--- src/include/crp_pkg.sv ---
package crp_pkg;
   // ==========================================================
   // Register offsets
   localparam logic [7:0] CHARGE_RATION_CONFIG_OFS  = 8'h22;
   localparam logic [7:0] PORT1_LIMIT_BEHAVIOUR_OFS = 8'h23;
   localparam logic [7:0] PORT2_LIMIT_BEHAVIOUR_OFS = 8'h24;
   localparam logic [7:0] PRODUCT_CODE_OFS          = 8'hfd;
   localparam logic [7:0] MAKER_CODE_OFS            = 8'hfe;
   localparam logic [7:0] SILICON_REVISION_OFS      = 8'hff;

   // ==========================================================
   // Values after reset and the limit write mask
   localparam logic [7:0] CONFIG_RESET  = 8'h11;
   localparam logic [7:0] LIMIT_RESET   = 8'h96;
   localparam logic [7:0] LIMIT_WR_MASK = 8'hdf;

   // ==========================================================
   // Field positions of the ration config, per port nibble
   localparam int PORT_FIELD_STRIDE  = 4;
   localparam int RATION_ENABLE_POS  = 3;
   localparam int RATION_CLEAR_POS   = 2;
   localparam int RATION_ACTION_POS  = 0;

   // Field positions of a limit behaviour register
   localparam int MIN_BUS_VOLT_POS   = 6;
   localparam int MIN_CURRENT_POS    = 2;

   // ==========================================================
   // Threshold reached responses
   typedef enum logic [1:0] {
      CRP_ACT_REPORT     = 2'b00,
      CRP_ACT_REPORT_DIS = 2'b01,
      CRP_ACT_DIS_SLEEP  = 2'b10,
      CRP_ACT_IGNORE     = 2'b11
   } crp_action_t;

   // ==========================================================
   // Accumulator layout and timing
   localparam int CHARGE_WIDTH      = 26;
   localparam int THRESHOLD_WIDTH   = 16;
   localparam int THRESHOLD_SHIFT   = 10;
   localparam int CHARGE_PERIOD_S   = 1;
   localparam longint CLK_HZ        = 125_000_000;
   localparam longint CHARGE_PERIOD_CYCLES = CLK_HZ * CHARGE_PERIOD_S;
endpackage : crp_pkg

--- src/core/crp_port.sv ---
`timescale 1ns/1ps
module crp_port #(
   parameter int SAMPLE_WIDTH = 16
) (
   input  wire logic                                  clk,
   input  wire logic                                  rstn,
   input  wire logic                                  tick,
   input  wire logic                                  active,
   input  wire logic                                  ration_enable,
   input  wire logic                                  ration_clear,
   input  wire logic [1:0]                            ration_action,
   input  wire logic [SAMPLE_WIDTH-1:0]               current_sample,
   input  wire logic [crp_pkg::THRESHOLD_WIDTH-1:0]   threshold,
   input  wire logic                                  other_alert,
   output logic                                       quota_hit,
   output logic                                       alert_oe,
   output logic                                       disconnect_req,
   output logic                                       sleep_req,
   output logic [crp_pkg::CHARGE_WIDTH-1:0]           charge_total
);
   localparam int CW = crp_pkg::CHARGE_WIDTH;

   logic [CW-1:0] total_q;
   logic [CW:0]   sum;
   logic [CW-1:0] sum_sat;
   logic          hold_zero;
   logic          reached;
   logic          hit_q;

   // ==========================================================
   // Accumulation
   assign hold_zero = !ration_enable || ration_clear;
   assign sum       = {1'b0, total_q} + (CW+1)'(current_sample);
   // Saturation keeps a long charge from wrapping back under the threshold.
   assign sum_sat   = sum[CW] ? {CW{1'b1}} : sum[CW-1:0];
   assign reached   = sum_sat[CW-1:crp_pkg::THRESHOLD_SHIFT] >= threshold;

   always_ff @(posedge clk or negedge rstn) begin
      if (!rstn) begin
         total_q <= '0;
      end else if (hold_zero) begin
         total_q <= '0;
      end else if (tick && active) begin
         total_q <= sum_sat;
      end
   end

   // ==========================================================
   // Status and response
   always_ff @(posedge clk or negedge rstn) begin
      if (!rstn) begin
         hit_q <= 1'b0;
      end else if (hold_zero) begin
         hit_q <= 1'b0;
      end else if (tick && active && reached) begin
         hit_q <= 1'b1;
      end
   end

   assign quota_hit      = hit_q;
   assign disconnect_req = hit_q && (ration_action == crp_pkg::CRP_ACT_REPORT_DIS ||
                                     ration_action == crp_pkg::CRP_ACT_DIS_SLEEP);
   assign sleep_req      = hit_q && (ration_action == crp_pkg::CRP_ACT_DIS_SLEEP);
   assign alert_oe       = other_alert || (hit_q && (ration_action == crp_pkg::CRP_ACT_REPORT ||
                                                     ration_action == crp_pkg::CRP_ACT_REPORT_DIS));
   assign charge_total   = total_q;

   // ==========================================================
   // Checks
   // Clear zeroes both.
   clear_zero_a: assert property (@(posedge clk) disable iff (!rstn)
      ration_clear |=> (total_q == '0) && !hit_q)
      else $error("ration clear did not zero the port");
   disabled_idle_a: assert property (@(posedge clk) disable iff (!rstn)
      !ration_enable [*2] |=> total_q == '0 && $stable(total_q))
      else $error("disabled port still accumulates");
   hit_sets_a: assert property (@(posedge clk) disable iff (!rstn)
      (tick && active && !hold_zero && reached) |=> hit_q)
      else $error("threshold reached without status");
   no_tick_hold_a: assert property (@(posedge clk) disable iff (!rstn)
      (!hold_zero && !(tick && active)) |=> $stable(total_q))
      else $error("total moved without a tick");
   disable_drop_a: assert property (@(posedge clk) disable iff (!rstn)
      $fell(ration_enable) && hit_q |=> !disconnect_req && !sleep_req)
      else $error("response kept after disable");
endmodule : crp_port

--- src/core/crp_regs.sv ---
`timescale 1ns/1ps
// Notes on behaviour
// - Config bit 7 enables rationing on port 2 and bit 3 on port 1.
// - A disabled port has its charge total zeroed and takes no new samples.
// - Disabling a port that reached its threshold withdraws the response and clears its status bit.
// - While a port's clear bit (6 or 2) is set, its total is held at zero and its status bit cleared.
// - Setting the clear bit releases that port's alert unless another alert source is pending.
// - Two action bits per port select report, report and disconnect, disconnect and sleep, or ignore.
// - Limit register bits 7-6 select a minimum bus voltage of 1.50, 1.75, 2.0 or 2.25 V.
// - Limit register bits 4-2 select a minimum current of 100, 530, 960, 1280, 1600 or 2130 mA.
// - The limit settings feed whichever current limiting mode, trip or constant current, is active.
// - The limit registers are not kept through sleep and come back at reset values on wake.
// - Product code at FDh and maker code at FEh are fixed read-only bytes.
// - The revision code at FFh is a fixed read-only byte.
// - While active, each port's total is updated once per second and compared with its threshold.
// - A total at or above threshold sets the status bit and starts the selected response.
module crp_regs #(
   parameter int         SAMPLE_WIDTH = 16,
   parameter longint     TICK_CYCLES  = crp_pkg::CHARGE_PERIOD_CYCLES,
   // Identity values are arbitrary.
   parameter logic [7:0] PRODUCT_CODE = 8'h5a,
   parameter logic [7:0] MAKER_CODE   = 8'h3c,
   parameter logic [7:0] REVISION     = 8'h01
) (
   input  wire logic                                clk,
   input  wire logic                                rstn,
   input  wire logic [7:0]                          reg_addr,
   input  wire logic [7:0]                          reg_wdata,
   input  wire logic                                reg_wr,
   input  wire logic                                reg_rd,
   output logic [7:0]                               reg_rdata,
   input  wire logic                                device_active,
   input  wire logic                                device_sleep,
   input  wire logic                                limit_mode_cc,
   input  wire logic [SAMPLE_WIDTH-1:0]             port1_current,
   input  wire logic [SAMPLE_WIDTH-1:0]             port2_current,
   input  wire logic [crp_pkg::THRESHOLD_WIDTH-1:0] port1_threshold,
   input  wire logic [crp_pkg::THRESHOLD_WIDTH-1:0] port2_threshold,
   input  wire logic                                port1_other_alert,
   input  wire logic                                port2_other_alert,
   output logic                                     port1_quota_hit,
   output logic                                     port2_quota_hit,
   output logic                                     port1_alert_n_out,
   output logic                                     port1_alert_n_oe,
   output logic                                     port2_alert_n_out,
   output logic                                     port2_alert_n_oe,
   output logic                                     port1_disconnect_req,
   output logic                                     port2_disconnect_req,
   output logic                                     sleep_req,
   output logic [crp_pkg::CHARGE_WIDTH-1:0]         port1_charge_total,
   output logic [crp_pkg::CHARGE_WIDTH-1:0]         port2_charge_total,
   output logic [1:0]                               port1_min_bus_volt_sel,
   output logic [1:0]                               port2_min_bus_volt_sel,
   output logic [2:0]                               port1_min_current_sel,
   output logic [2:0]                               port2_min_current_sel,
   output logic [11:0]                              port1_min_bus_voltage,
   output logic [11:0]                              port2_min_bus_voltage,
   output logic [11:0]                              port1_trip_min_current,
   output logic [11:0]                              port2_trip_min_current,
   output logic [11:0]                              port1_cc_min_current,
   output logic [11:0]                              port2_cc_min_current
);
   localparam int TW = $clog2(TICK_CYCLES);

   logic [7:0]    config_q;
   logic [7:0]    limit_q [2];
   logic [7:0]    rdata_q;
   logic [TW-1:0] tick_cnt_q;
   logic          tick;
   logic [1:0]    hit;
   logic [1:0]    alert_oe;
   logic [1:0]    dis_req;
   logic [1:0]    slp_req;
   logic [11:0]   volt_q [2];
   logic [11:0]   curr_q [2];
   logic [crp_pkg::CHARGE_WIDTH-1:0] total [2];
   logic [SAMPLE_WIDTH-1:0]          sample [2];
   logic [crp_pkg::THRESHOLD_WIDTH-1:0] thresh [2];
   logic [1:0]    other_alert;

   // ==========================================================
   // Lookup of analog settings
   function automatic logic [11:0] volt_mv(input logic [1:0] sel);
      case (sel)
         2'b00:   volt_mv = 12'h05dc;
         2'b01:   volt_mv = 12'h06d6;
         2'b10:   volt_mv = 12'h07d0;
         default: volt_mv = 12'h08ca;
      endcase
   endfunction : volt_mv

   // Undefined codes map to the lowest current, which is the safe side for a limiter.
   function automatic logic [11:0] curr_ma(input logic [2:0] sel);
      case (sel)
         3'b000:  curr_ma = 12'h0064;
         3'b001:  curr_ma = 12'h0212;
         3'b010:  curr_ma = 12'h03c0;
         3'b011:  curr_ma = 12'h0500;
         3'b100:  curr_ma = 12'h0640;
         3'b101:  curr_ma = 12'h0852;
         default: curr_ma = 12'h0064;
      endcase
   endfunction : curr_ma

   // ==========================================================
   // One second divider
   always_ff @(posedge clk or negedge rstn) begin
      if (!rstn) begin
         tick_cnt_q <= '0;
      end else if (tick) begin
         tick_cnt_q <= '0;
      end else begin
         tick_cnt_q <= tick_cnt_q + TW'(1);
      end
   end

   assign tick = (tick_cnt_q == TW'(TICK_CYCLES - 1));

   // ==========================================================
   // Ration config register
   always_ff @(posedge clk or negedge rstn) begin
      if (!rstn) begin
         config_q <= crp_pkg::CONFIG_RESET;
      end else if (reg_wr && reg_addr == crp_pkg::CHARGE_RATION_CONFIG_OFS) begin
         config_q <= reg_wdata;
      end
   end

   // ==========================================================
   // Limit behaviour registers
   always_ff @(posedge clk or negedge rstn) begin
      if (!rstn) begin
         limit_q[0] <= crp_pkg::LIMIT_RESET;
         limit_q[1] <= crp_pkg::LIMIT_RESET;
      end else if (device_sleep) begin
         limit_q[0] <= crp_pkg::LIMIT_RESET;
         limit_q[1] <= crp_pkg::LIMIT_RESET;
      end else if (reg_wr && reg_addr == crp_pkg::PORT1_LIMIT_BEHAVIOUR_OFS) begin
         // Bit 5 is unimplemented and reads zero.
         limit_q[0] <= reg_wdata & crp_pkg::LIMIT_WR_MASK;
      end else if (reg_wr && reg_addr == crp_pkg::PORT2_LIMIT_BEHAVIOUR_OFS) begin
         limit_q[1] <= reg_wdata & crp_pkg::LIMIT_WR_MASK;
      end
   end

   // ==========================================================
   // Read port
   always_ff @(posedge clk or negedge rstn) begin
      if (!rstn) begin
         rdata_q <= 8'h00;
      end else if (reg_rd) begin
         case (reg_addr)
            crp_pkg::CHARGE_RATION_CONFIG_OFS:  rdata_q <= config_q;
            crp_pkg::PORT1_LIMIT_BEHAVIOUR_OFS: rdata_q <= limit_q[0];
            crp_pkg::PORT2_LIMIT_BEHAVIOUR_OFS: rdata_q <= limit_q[1];
            crp_pkg::PRODUCT_CODE_OFS:          rdata_q <= PRODUCT_CODE;
            crp_pkg::MAKER_CODE_OFS:            rdata_q <= MAKER_CODE;
            crp_pkg::SILICON_REVISION_OFS:      rdata_q <= REVISION;
            default:                            rdata_q <= 8'h00;
         endcase
      end
   end

   assign reg_rdata = rdata_q;

   // ==========================================================
   // Ports
   assign sample[0]      = port1_current;
   assign sample[1]      = port2_current;
   assign thresh[0]      = port1_threshold;
   assign thresh[1]      = port2_threshold;
   assign other_alert[0] = port1_other_alert;
   assign other_alert[1] = port2_other_alert;

   for (genvar p = 0; p < 2; p++) begin : g_port
      localparam int B = p * crp_pkg::PORT_FIELD_STRIDE;

      // Runs only with clear at zero.
      crp_port #(
         .SAMPLE_WIDTH (SAMPLE_WIDTH)
      ) u_port (
         .clk            (clk),
         .rstn           (rstn),
         .tick           (tick),
         .active         (device_active),
         .ration_enable  (config_q[B + crp_pkg::RATION_ENABLE_POS]),
         .ration_clear   (config_q[B + crp_pkg::RATION_CLEAR_POS]),
         .ration_action  (config_q[B + crp_pkg::RATION_ACTION_POS +: 2]),
         .current_sample (sample[p]),
         .threshold      (thresh[p]),
         .other_alert    (other_alert[p]),
         .quota_hit      (hit[p]),
         .alert_oe       (alert_oe[p]),
         .disconnect_req (dis_req[p]),
         .sleep_req      (slp_req[p]),
         .charge_total   (total[p])
      );

      // Both limiting modes read the same registered settings.
      always_ff @(posedge clk or negedge rstn) begin
         if (!rstn) begin
            volt_q[p] <= 12'h0000;
            curr_q[p] <= 12'h0000;
         end else begin
            volt_q[p] <= volt_mv(limit_q[p][crp_pkg::MIN_BUS_VOLT_POS +: 2]);
            curr_q[p] <= curr_ma(limit_q[p][crp_pkg::MIN_CURRENT_POS +: 3]);
         end
      end
   end

   assign port1_quota_hit        = hit[0];
   assign port2_quota_hit        = hit[1];
   assign port1_alert_n_out      = 1'b0;
   assign port2_alert_n_out      = 1'b0;
   assign port1_alert_n_oe       = alert_oe[0];
   assign port2_alert_n_oe       = alert_oe[1];
   assign port1_disconnect_req   = dis_req[0];
   assign port2_disconnect_req   = dis_req[1];
   assign sleep_req              = |slp_req;
   assign port1_charge_total     = total[0];
   assign port2_charge_total     = total[1];
   assign port1_min_bus_volt_sel = limit_q[0][crp_pkg::MIN_BUS_VOLT_POS +: 2];
   assign port2_min_bus_volt_sel = limit_q[1][crp_pkg::MIN_BUS_VOLT_POS +: 2];
   assign port1_min_current_sel  = limit_q[0][crp_pkg::MIN_CURRENT_POS +: 3];
   assign port2_min_current_sel  = limit_q[1][crp_pkg::MIN_CURRENT_POS +: 3];
   assign port1_min_bus_voltage  = volt_q[0];
   assign port2_min_bus_voltage  = volt_q[1];
   assign port1_trip_min_current = limit_mode_cc ? 12'h0000 : curr_q[0];
   assign port2_trip_min_current = limit_mode_cc ? 12'h0000 : curr_q[1];
   assign port1_cc_min_current   = limit_mode_cc ? curr_q[0] : 12'h0000;
   assign port2_cc_min_current   = limit_mode_cc ? curr_q[1] : 12'h0000;

   // ==========================================================
   // Checks
   // Product code read.
   product_read_a: assert property (@(posedge clk) disable iff (!rstn)
      reg_rd && reg_addr == crp_pkg::PRODUCT_CODE_OFS |=> reg_rdata == PRODUCT_CODE)
      else $error("product code read wrong");
   revision_read_a: assert property (@(posedge clk) disable iff (!rstn)
      reg_rd && reg_addr == crp_pkg::SILICON_REVISION_OFS |=> reg_rdata == REVISION)
      else $error("revision read wrong");
   id_write_a: assert property (@(posedge clk) disable iff (!rstn)
      reg_wr && reg_addr >= crp_pkg::PRODUCT_CODE_OFS |=> $stable(config_q) && $stable(limit_q[0])
         && $stable(limit_q[1]))
      else $error("identity write had an effect");
   sleep_restore_a: assert property (@(posedge clk) disable iff (!rstn)
      device_sleep |=> limit_q[0] == crp_pkg::LIMIT_RESET && limit_q[1] == crp_pkg::LIMIT_RESET)
      else $error("limit register kept through sleep");
   volt_map_a: assert property (@(posedge clk) disable iff (!rstn)
      $stable(limit_q[0]) && limit_q[0][7:6] == 2'b11 |=> port1_min_bus_voltage == 12'h08ca)
      else $error("bus voltage lookup wrong");
   enable_write_a: assert property (@(posedge clk) disable iff (!rstn)
      reg_wr && reg_addr == crp_pkg::CHARGE_RATION_CONFIG_OFS |=> config_q[7] == $past(reg_wdata[7]))
      else $error("enable bit not written");

   tick_seen_c:  cover property (@(posedge clk) disable iff (!rstn) tick && device_active);
   hit_seen_c:   cover property (@(posedge clk) disable iff (!rstn) $rose(port1_quota_hit));
   sleep_seen_c: cover property (@(posedge clk) disable iff (!rstn) $rose(sleep_req));
endmodule : crp_regs

--- config.mk ---
export PLATFORM = sky130hd
export DESIGN_NAME = crp_regs
export DESIGN_NICKNAME = d
export VERILOG_FILES = /design/src/include/crp_pkg.sv /design/src/core/crp_port.sv /design/src/core/crp_regs.sv
export SDC_FILE = /design/constraint.sdc
export NUM_CORES = 1
export LEC_CHECK = 0
export BUFFER_PORTS_ARGS = -buffer_cell sky130_fd_sc_hd__buf_2
export CAP_MARGIN = 15
export CELL_PAD_IN_SITES_DETAIL_PLACEMENT = 0
export CELL_PAD_IN_SITES_GLOBAL_PLACEMENT = 1
export CORE_ASPECT_RATIO = 0.9
export CORE_MARGIN = 2
export CORE_UTILIZATION = 32
export DETAILED_ROUTE_END_ITERATION = 8
export PLACE_DENSITY_LB_ADDON = 0.1
export SYNTH_ARGS = -nofsm -noshare
export SYNTH_HDL_FRONTEND = slang
export SYNTH_SLANG_ARGS = --single-unit
--- constraint.sdc ---
create_clock -name clk -period 4.24 [get_ports clk]
set_clock_uncertainty 0.2 [all_clocks]
set_input_delay 0 -clock clk [delete_from_list [all_inputs] [get_ports clk]]
set_output_delay 0 -clock clk [all_outputs]
set_load 0.1 [all_outputs]
* Word-level counts from Yosys, hierarchy flattened
Cells that the tools add are included.
Storage, ports and cells: bits in registers 161, input bits 89, output and inout bits 151, logic and storage cells 102
Operators by class: add/subtract/negate cells 3, order comparisons 2, equal/unequal tests 26, mux-type cells 24, reduce and logical (&&, ||, !) cells 34
Operators with widths (number):
- $mux W26 | 6
- $pmux W12 S5 | 2
- $pmux W12 S3 | 2
- $add A26 B16 Y27 | 2
- $mux W12 | 4
- $pmux W8 S6 | 1
- $ge A16 B16 Y1 | 2
- $add A27 B1 Y27 const B | 1
- $eq A27 B27 Y1 const B | 1
- $mux W27 | 1
- $eq A8 B6 Y1 const B | 3
- $eq A8 B8 Y1 const B | 3
- $mux W8 | 3
- $mux W16 | 1
- $eq A3 B2 Y1 const B | 4
- $eq A3 B3 Y1 const B | 4
- $logic_and A1 B1 Y1 | 12
- $reduce_bool A2 Y1 | 6
- $eq A2 B1 Y1 const B | 4
- $eq A2 B2 Y1 const B | 4
- $logic_not A2 Y1 | 4
- $logic_or A1 B1 Y1 | 8
- $eq A3 B1 Y1 const B | 2
- $mux W1 | 4
- 4 further kinds | 5

* Logic depth before layout (Yosys ltp)
word-level depth 6, mapped depth 18, depth with buffers taken out 17

* Modules after synthesis
From an unflattened synthesis, not the netlist that was laid out.
Second synthesis, totals: cell total of the unflattened synthesis 1125, area, all modules 10176.0 um^2
Modules (own cells, without submodules):
- crp_regs | instances 1, cells an instance 443, area an instance 4489.3 um^2, seq. area each 2214.6 um^2
- crp_port at g_port[0].u_port | instances 1, cells an instance 355, area an instance 2967.8 um^2, seq. area each 675.6 um^2
- crp_port at g_port[1].u_port | instances 1, cells an instance 327, area an instance 2718.9 um^2, seq. area each 675.6 um^2

* Least setup slack after synthesis
OpenSTA, ideal clock, no wires.
path type reg2reg, from reg g_port[0].u_port.total_q[0], to reg g_port[0].u_port.hit_q, setup time 132 ps, arrival time 4268 ps, data required time 3908 ps, setup slack -360 ps, cell stages (with the launch flop) 19, buffers on the path 2, cells stage by stage dfrtp_1 ha_1 fa_1 a21oi_1 o21ai_1 a2111oi_2 nor4_2 o211ai_1 buf_2 buf_1 nand2_1 ha_1 a21o_1 a21o_1 a21oi_1 o21ai_0 o21a_1 o21ai_0 a31oi_1
On the way: word-level cells in the longest chain between the ends 5
Ends and longest elaborated chain:
- start: declaration | line crp_port.sv:23 | logic [CW-1:0] total_q;
- start signal: assignment | line crp_port.sv:44 | total_q <= sum_sat;
- $add A26 B16 Y27 | line crp_port.sv:33 | assign sum = {1'b0, total_q} + (CW+1)'(current_sample);
- $mux W26 | line crp_port.sv:35 | assign sum_sat = sum[CW] ? {CW{1'b1}} : sum[CW-1:0];
- $ge A16 B16 Y1 | line crp_port.sv:36 | assign reached = sum_sat[CW-1:crp_pkg::THRESHOLD_SHIFT] >= threshold;
- $logic_and A1 B1 Y1 | line crp_port.sv:55 | end else if (tick && active && reached) begin
- $reduce_bool A2 Y1 (no line)
- end signal: assignment | line crp_port.sv:52 | hit_q <= 1'b0;
- end signal: assignment | line crp_port.sv:54 | hit_q <= 1'b0;
- end signal: assignment | line crp_port.sv:56 | hit_q <= 1'b1;
- end: declaration | line crp_port.sv:28 | logic hit_q;
No other way between the ends. A chain may end at the register's enable or synchronous reset.

* Worst setup path in the final report
Ends and elaborated chain as after synthesis.

==> Implementation_results.wiki <==
{| class="wikitable"
! Metric !! Value
|-
| Result of the run || complete, no violations
|-
| Logic depth of the worst path, buffers included || 16
|-
| Highest metal used || met4
|-
| Total of fill cells in the finished design || 3004
|-
| Worst-margin pin slew || 0.9093 ns
|-
| Sum of overflow across all layers after global routing || 0
|-
| Worst Path Max Fanout || 7
|-
| Hold Vio Cnt, Final || 0
|-
| Proportion of synthesized flip-flops having asynchronous set or reset || 100.0%
|-
| Total length of routed met3 wires || 1181 µm
|-
| Register area share after synthesis || 36.61%
|-
| Area post-placement || 11210 µm²
|-
| Register cell area after layout || 3583 µm²
|-
| Crit path required time || 4.35 ns
|-
| Clk sinks || 142
|-
| Dominant synthesized flop cell || dfrtp_1
|-
| CTS tree || done
|-
| Worst hold-check slack || 0.002276 ns
|-
| Top cells by area, synth || dfrtp_1 34%, ha_1 10%, a21oi_1 3.6%, o21ai_0 3.6%, nor2_1 3.0%
|-
| Total global-route track usage || 18.60%
|-
| Cell depth of the worst hold path || 6
|-
| Final cycle utilization of the critical path || 95.04%
|-
| Synth-to-layout area growth || 27.64%
|-
| IO buf count || 225
|-
| Final RePlAce weighted congestion || 0.7844
|-
| Post-Synthesis Cell Area || 9741 µm²
|-
| Period minus WS final || 4.030 ns
|-
| Die X-Extent || 187.9 µm
|-
| Worst setup path category || reg -> reg
|-
| NumNets Final || 1533
|-
| Wire length on met1 || 14300 µm
|-
| Mapped Cells || 1098
|-
| Post-route DRC || 0
|-
| Count of buffering cells on the critical path with inverters included || 1
|-
| HPWL after detailed placement || 21730 µm
|-
| Startpoint kind of the worst setup timing path || flop
|-
| Unique cell type count in the Yosys netlist || 73
|-
| Crit path cell chain || ha_1, fa_2, a21oi_2, o21ai_2, a2111oi_2, buf_4, nor4_4, o211a_1, or2_2, ha_1, a21o_1, a21o_1, a21oi_1, o21ai_0, o31ai_1, a31oi_1
|-
| Post-DR vias/cell || 4.989
|-
| Maximum number of pins on one net before global-route repair || 85
|-
| Slowest-stage cell, CP || dfrtp_4
|-
| Vias || 8861
|-
| Post-layout instance area || 12430 µm²
|-
| Yosys warning total || 0
|-
| Post-synthesis register bit count || 142
|-
| Total negative slack || 0 ns
|-
| Number of max-cap violations || 0
|-
| Number of iterations in the first detailed-routing pass || 4
|-
| Height of the die || 169.5 µm
|-
| Number of cell rows || 60
|-
| Largest stage delay, worst path || 0.48 ns
|-
| Number of enable flip-flop cells after synthesis || 0
|-
| Number of nets still failing antenna checks after routing || 0
|-
| Post-synth top area share || 33.91%
|-
| Starting Density || 32.52%
|-
| Largest delay share family, worst path || compound AO/OA/AOI/OAI gates
|-
| Type of the worst min-delay path || in -> reg
|-
| Mean area per synthesized cell || 8.871 µm²
|-
| Layout cells sized above 1 || 25.86%
|-
| Number of diodes added for antenna fixing || 0
|-
| Standard cell core area || 29950 µm²
|-
| Worst endpoint data arrival time || 4.14 ns
|-
| Worst-path clk slew || 0.07 ns
|-
| Commonest cells after routing, fill and taps aside || 224 x buf_2, 122 x dfrtp_1, 81 x ha_1, 78 x nor2_1, 72 x nand2_1
|-
| Static leakage || 6.161 nW
|-
| RSZ-0062 raised after global routing || false
|-
| Area of the die || 31850 µm²
|-
| Setup-violating endpoint count in the final report || 0
|-
| Crit. End Element || flop
|-
| Met2 layer wire length in the routed design || 13510 µm
|-
| Number of standard cells in the final layout excluding fillers || 1776
|-
| Clock tree root buffer cell || clkbuf_16
|-
| DRC marker count from the first detailed-route iteration || 394
|-
| Core occupancy in the finished layout || 41.51%
|-
| Slew margin rel. || 39.10%
|-
| First-pass GRT wire length || 47020 µm
|-
| Multi-input combinational cell area || 5535 µm²
|-
| Pins over their slew limit || 0
|-
| I/O Pins || 240
|-
| R2R depth || 16
|-
| Total Wirelength || 29560 µm
|-
| Number of H-tree levels || 4
|-
| Number of buffers created by CTS || 17
|-
| Dpl cells || 1682
|-
| WL per Instance || 16.64 µm
|-
| Cell accounting for the most synthesized area || dfrtp_1
|-
| Areal power density over the cells || 262.4 nW/µm²
|-
| Maximum ir drop on the vdd rail || 0.3223 mV
|-
| Leading cell type in the layout, fill and taps excluded || buf_2
|-
| Clock buffer depth || 2
|-
| Number of antenna violations at the first check in global routing || 0
|-
| Fmax || 248.2 MHz
|-
| Insertion delay of the later-clocked pin in the worst-skew pair || 0.43 ns
|-
| Vias in the first global route || 8626
|}
-- per-layer routing --
metal,global-route usage (%),up-vias
met2,29.89,213
met5,0,-
li1,-,4402
met3,3.164,29
met4,5.854,0
met1,25.57,4217
-- registers in the layout, indices dropped and copies added, names as in the netlist, 3 cells and up --
| signal | flops |
|---|---|
| port1_min_bus_voltage | 8 |
| limit_q | 4 |
| config_q | 8 |
| curr_q | 16 |
| tick_cnt_q | 27 |
| port1_min_current_sel | 3 |
| reg_rdata | 8 |
| g_port.u_port.charge_total | 52 |
| port2_min_current_sel | 3 |
| port2_min_bus_voltage | 7 |
-- power breakdown --
part | leakage, nW | total, mW | internal, mW | switching (mW)
registers | 1.85 | 1.37 | 1.36 | 0.00595
logic | 4.05 | 0.426 | 0.129 | 0.298
clock network | 0.258 | 1.47 | 0.823 | 0.646
-- cells in the mapped netlist, drive strengths merged, types with 16 or more instances --
cell and instances:
a21o 16, a21oi 71, a31oi 27, and2 24, and3 27, buf 53
clkbuf 33, dfrtp 132, ha 81, inv 70, nand2 72, nand3 40
nor2 78, nor2b 23, nor3 26, o21ai 72, xnor2 23, xor2 23
-- worst min-delay path: stages --
cell and delay, ns:
buf_2 0.10, inv_1 0.06, ha_1 0.14, o21a_1 0.11, o21ai_0 0.06, a31oi_1 0.12
-- logic make-up after synthesis --
family,after synthesis,synth area share [%]
AO/OA/AOI/OAI,283,18.64
flip-flops,142,36.61
XOR/XNOR,46,4.136
other,2,0.07710
buffers and inverters,156,7.617
AND/OR/NAND/NOR,366,19.87
multiplexers,20,2.235
adder cells (fa/ha/maj),83,10.82
-- worst paths after layout --
check / start / endpoint / slack (ns)
setup / recovery: g_port[0].u_port.charge_total[0] / g_port[0].u_port.quota_hit / 0.21
hold / removal: port2_threshold[13] / g_port[1].u_port.quota_hit / 0.002
setup reg to reg: g_port[0].u_port.charge_total[0] / g_port[0].u_port.quota_hit / 0.21
hold reg to reg: tick_cnt_q[15] / tick_cnt_q[15] / 0.30
max in group asynchronous: rstn / curr_q[11] / 2.67
min in group asynchronous: rstn / tick_cnt_q[18] / 0.01
-- through the flow --
step / setup slack, ns / total power, mW
after global placement: 0.1107 / 1.785
after detailed placement: 0.03877 / 1.784
after floorplan: 0.003917 / 1.669
after CTS: 0.01800 / 3.315
final: 0.2102 / 3.262
after global routing: 0.01754 / 3.401
-- repair_timing --
item / in CTS / in global routing
setup endpoints to repair: 0 / 2
resized for setup: 0 / 11
hold buffers: 56 / 0
setup buffers: 0 / 6
endpoints found under the hold margin: 137 / 0
-- cell type report --
cell class              count  share of cell area, %
clock inverters            12                 0.9057
well taps                 403                  4.056
clock buffers              19                  3.562
repair buffers            317                  16.02
flip-flops and latches    142                  28.82
multi-input cells         813                  44.52
inverters                  70                  2.113
No activity file was read; power rests on OpenSTA's default activity.
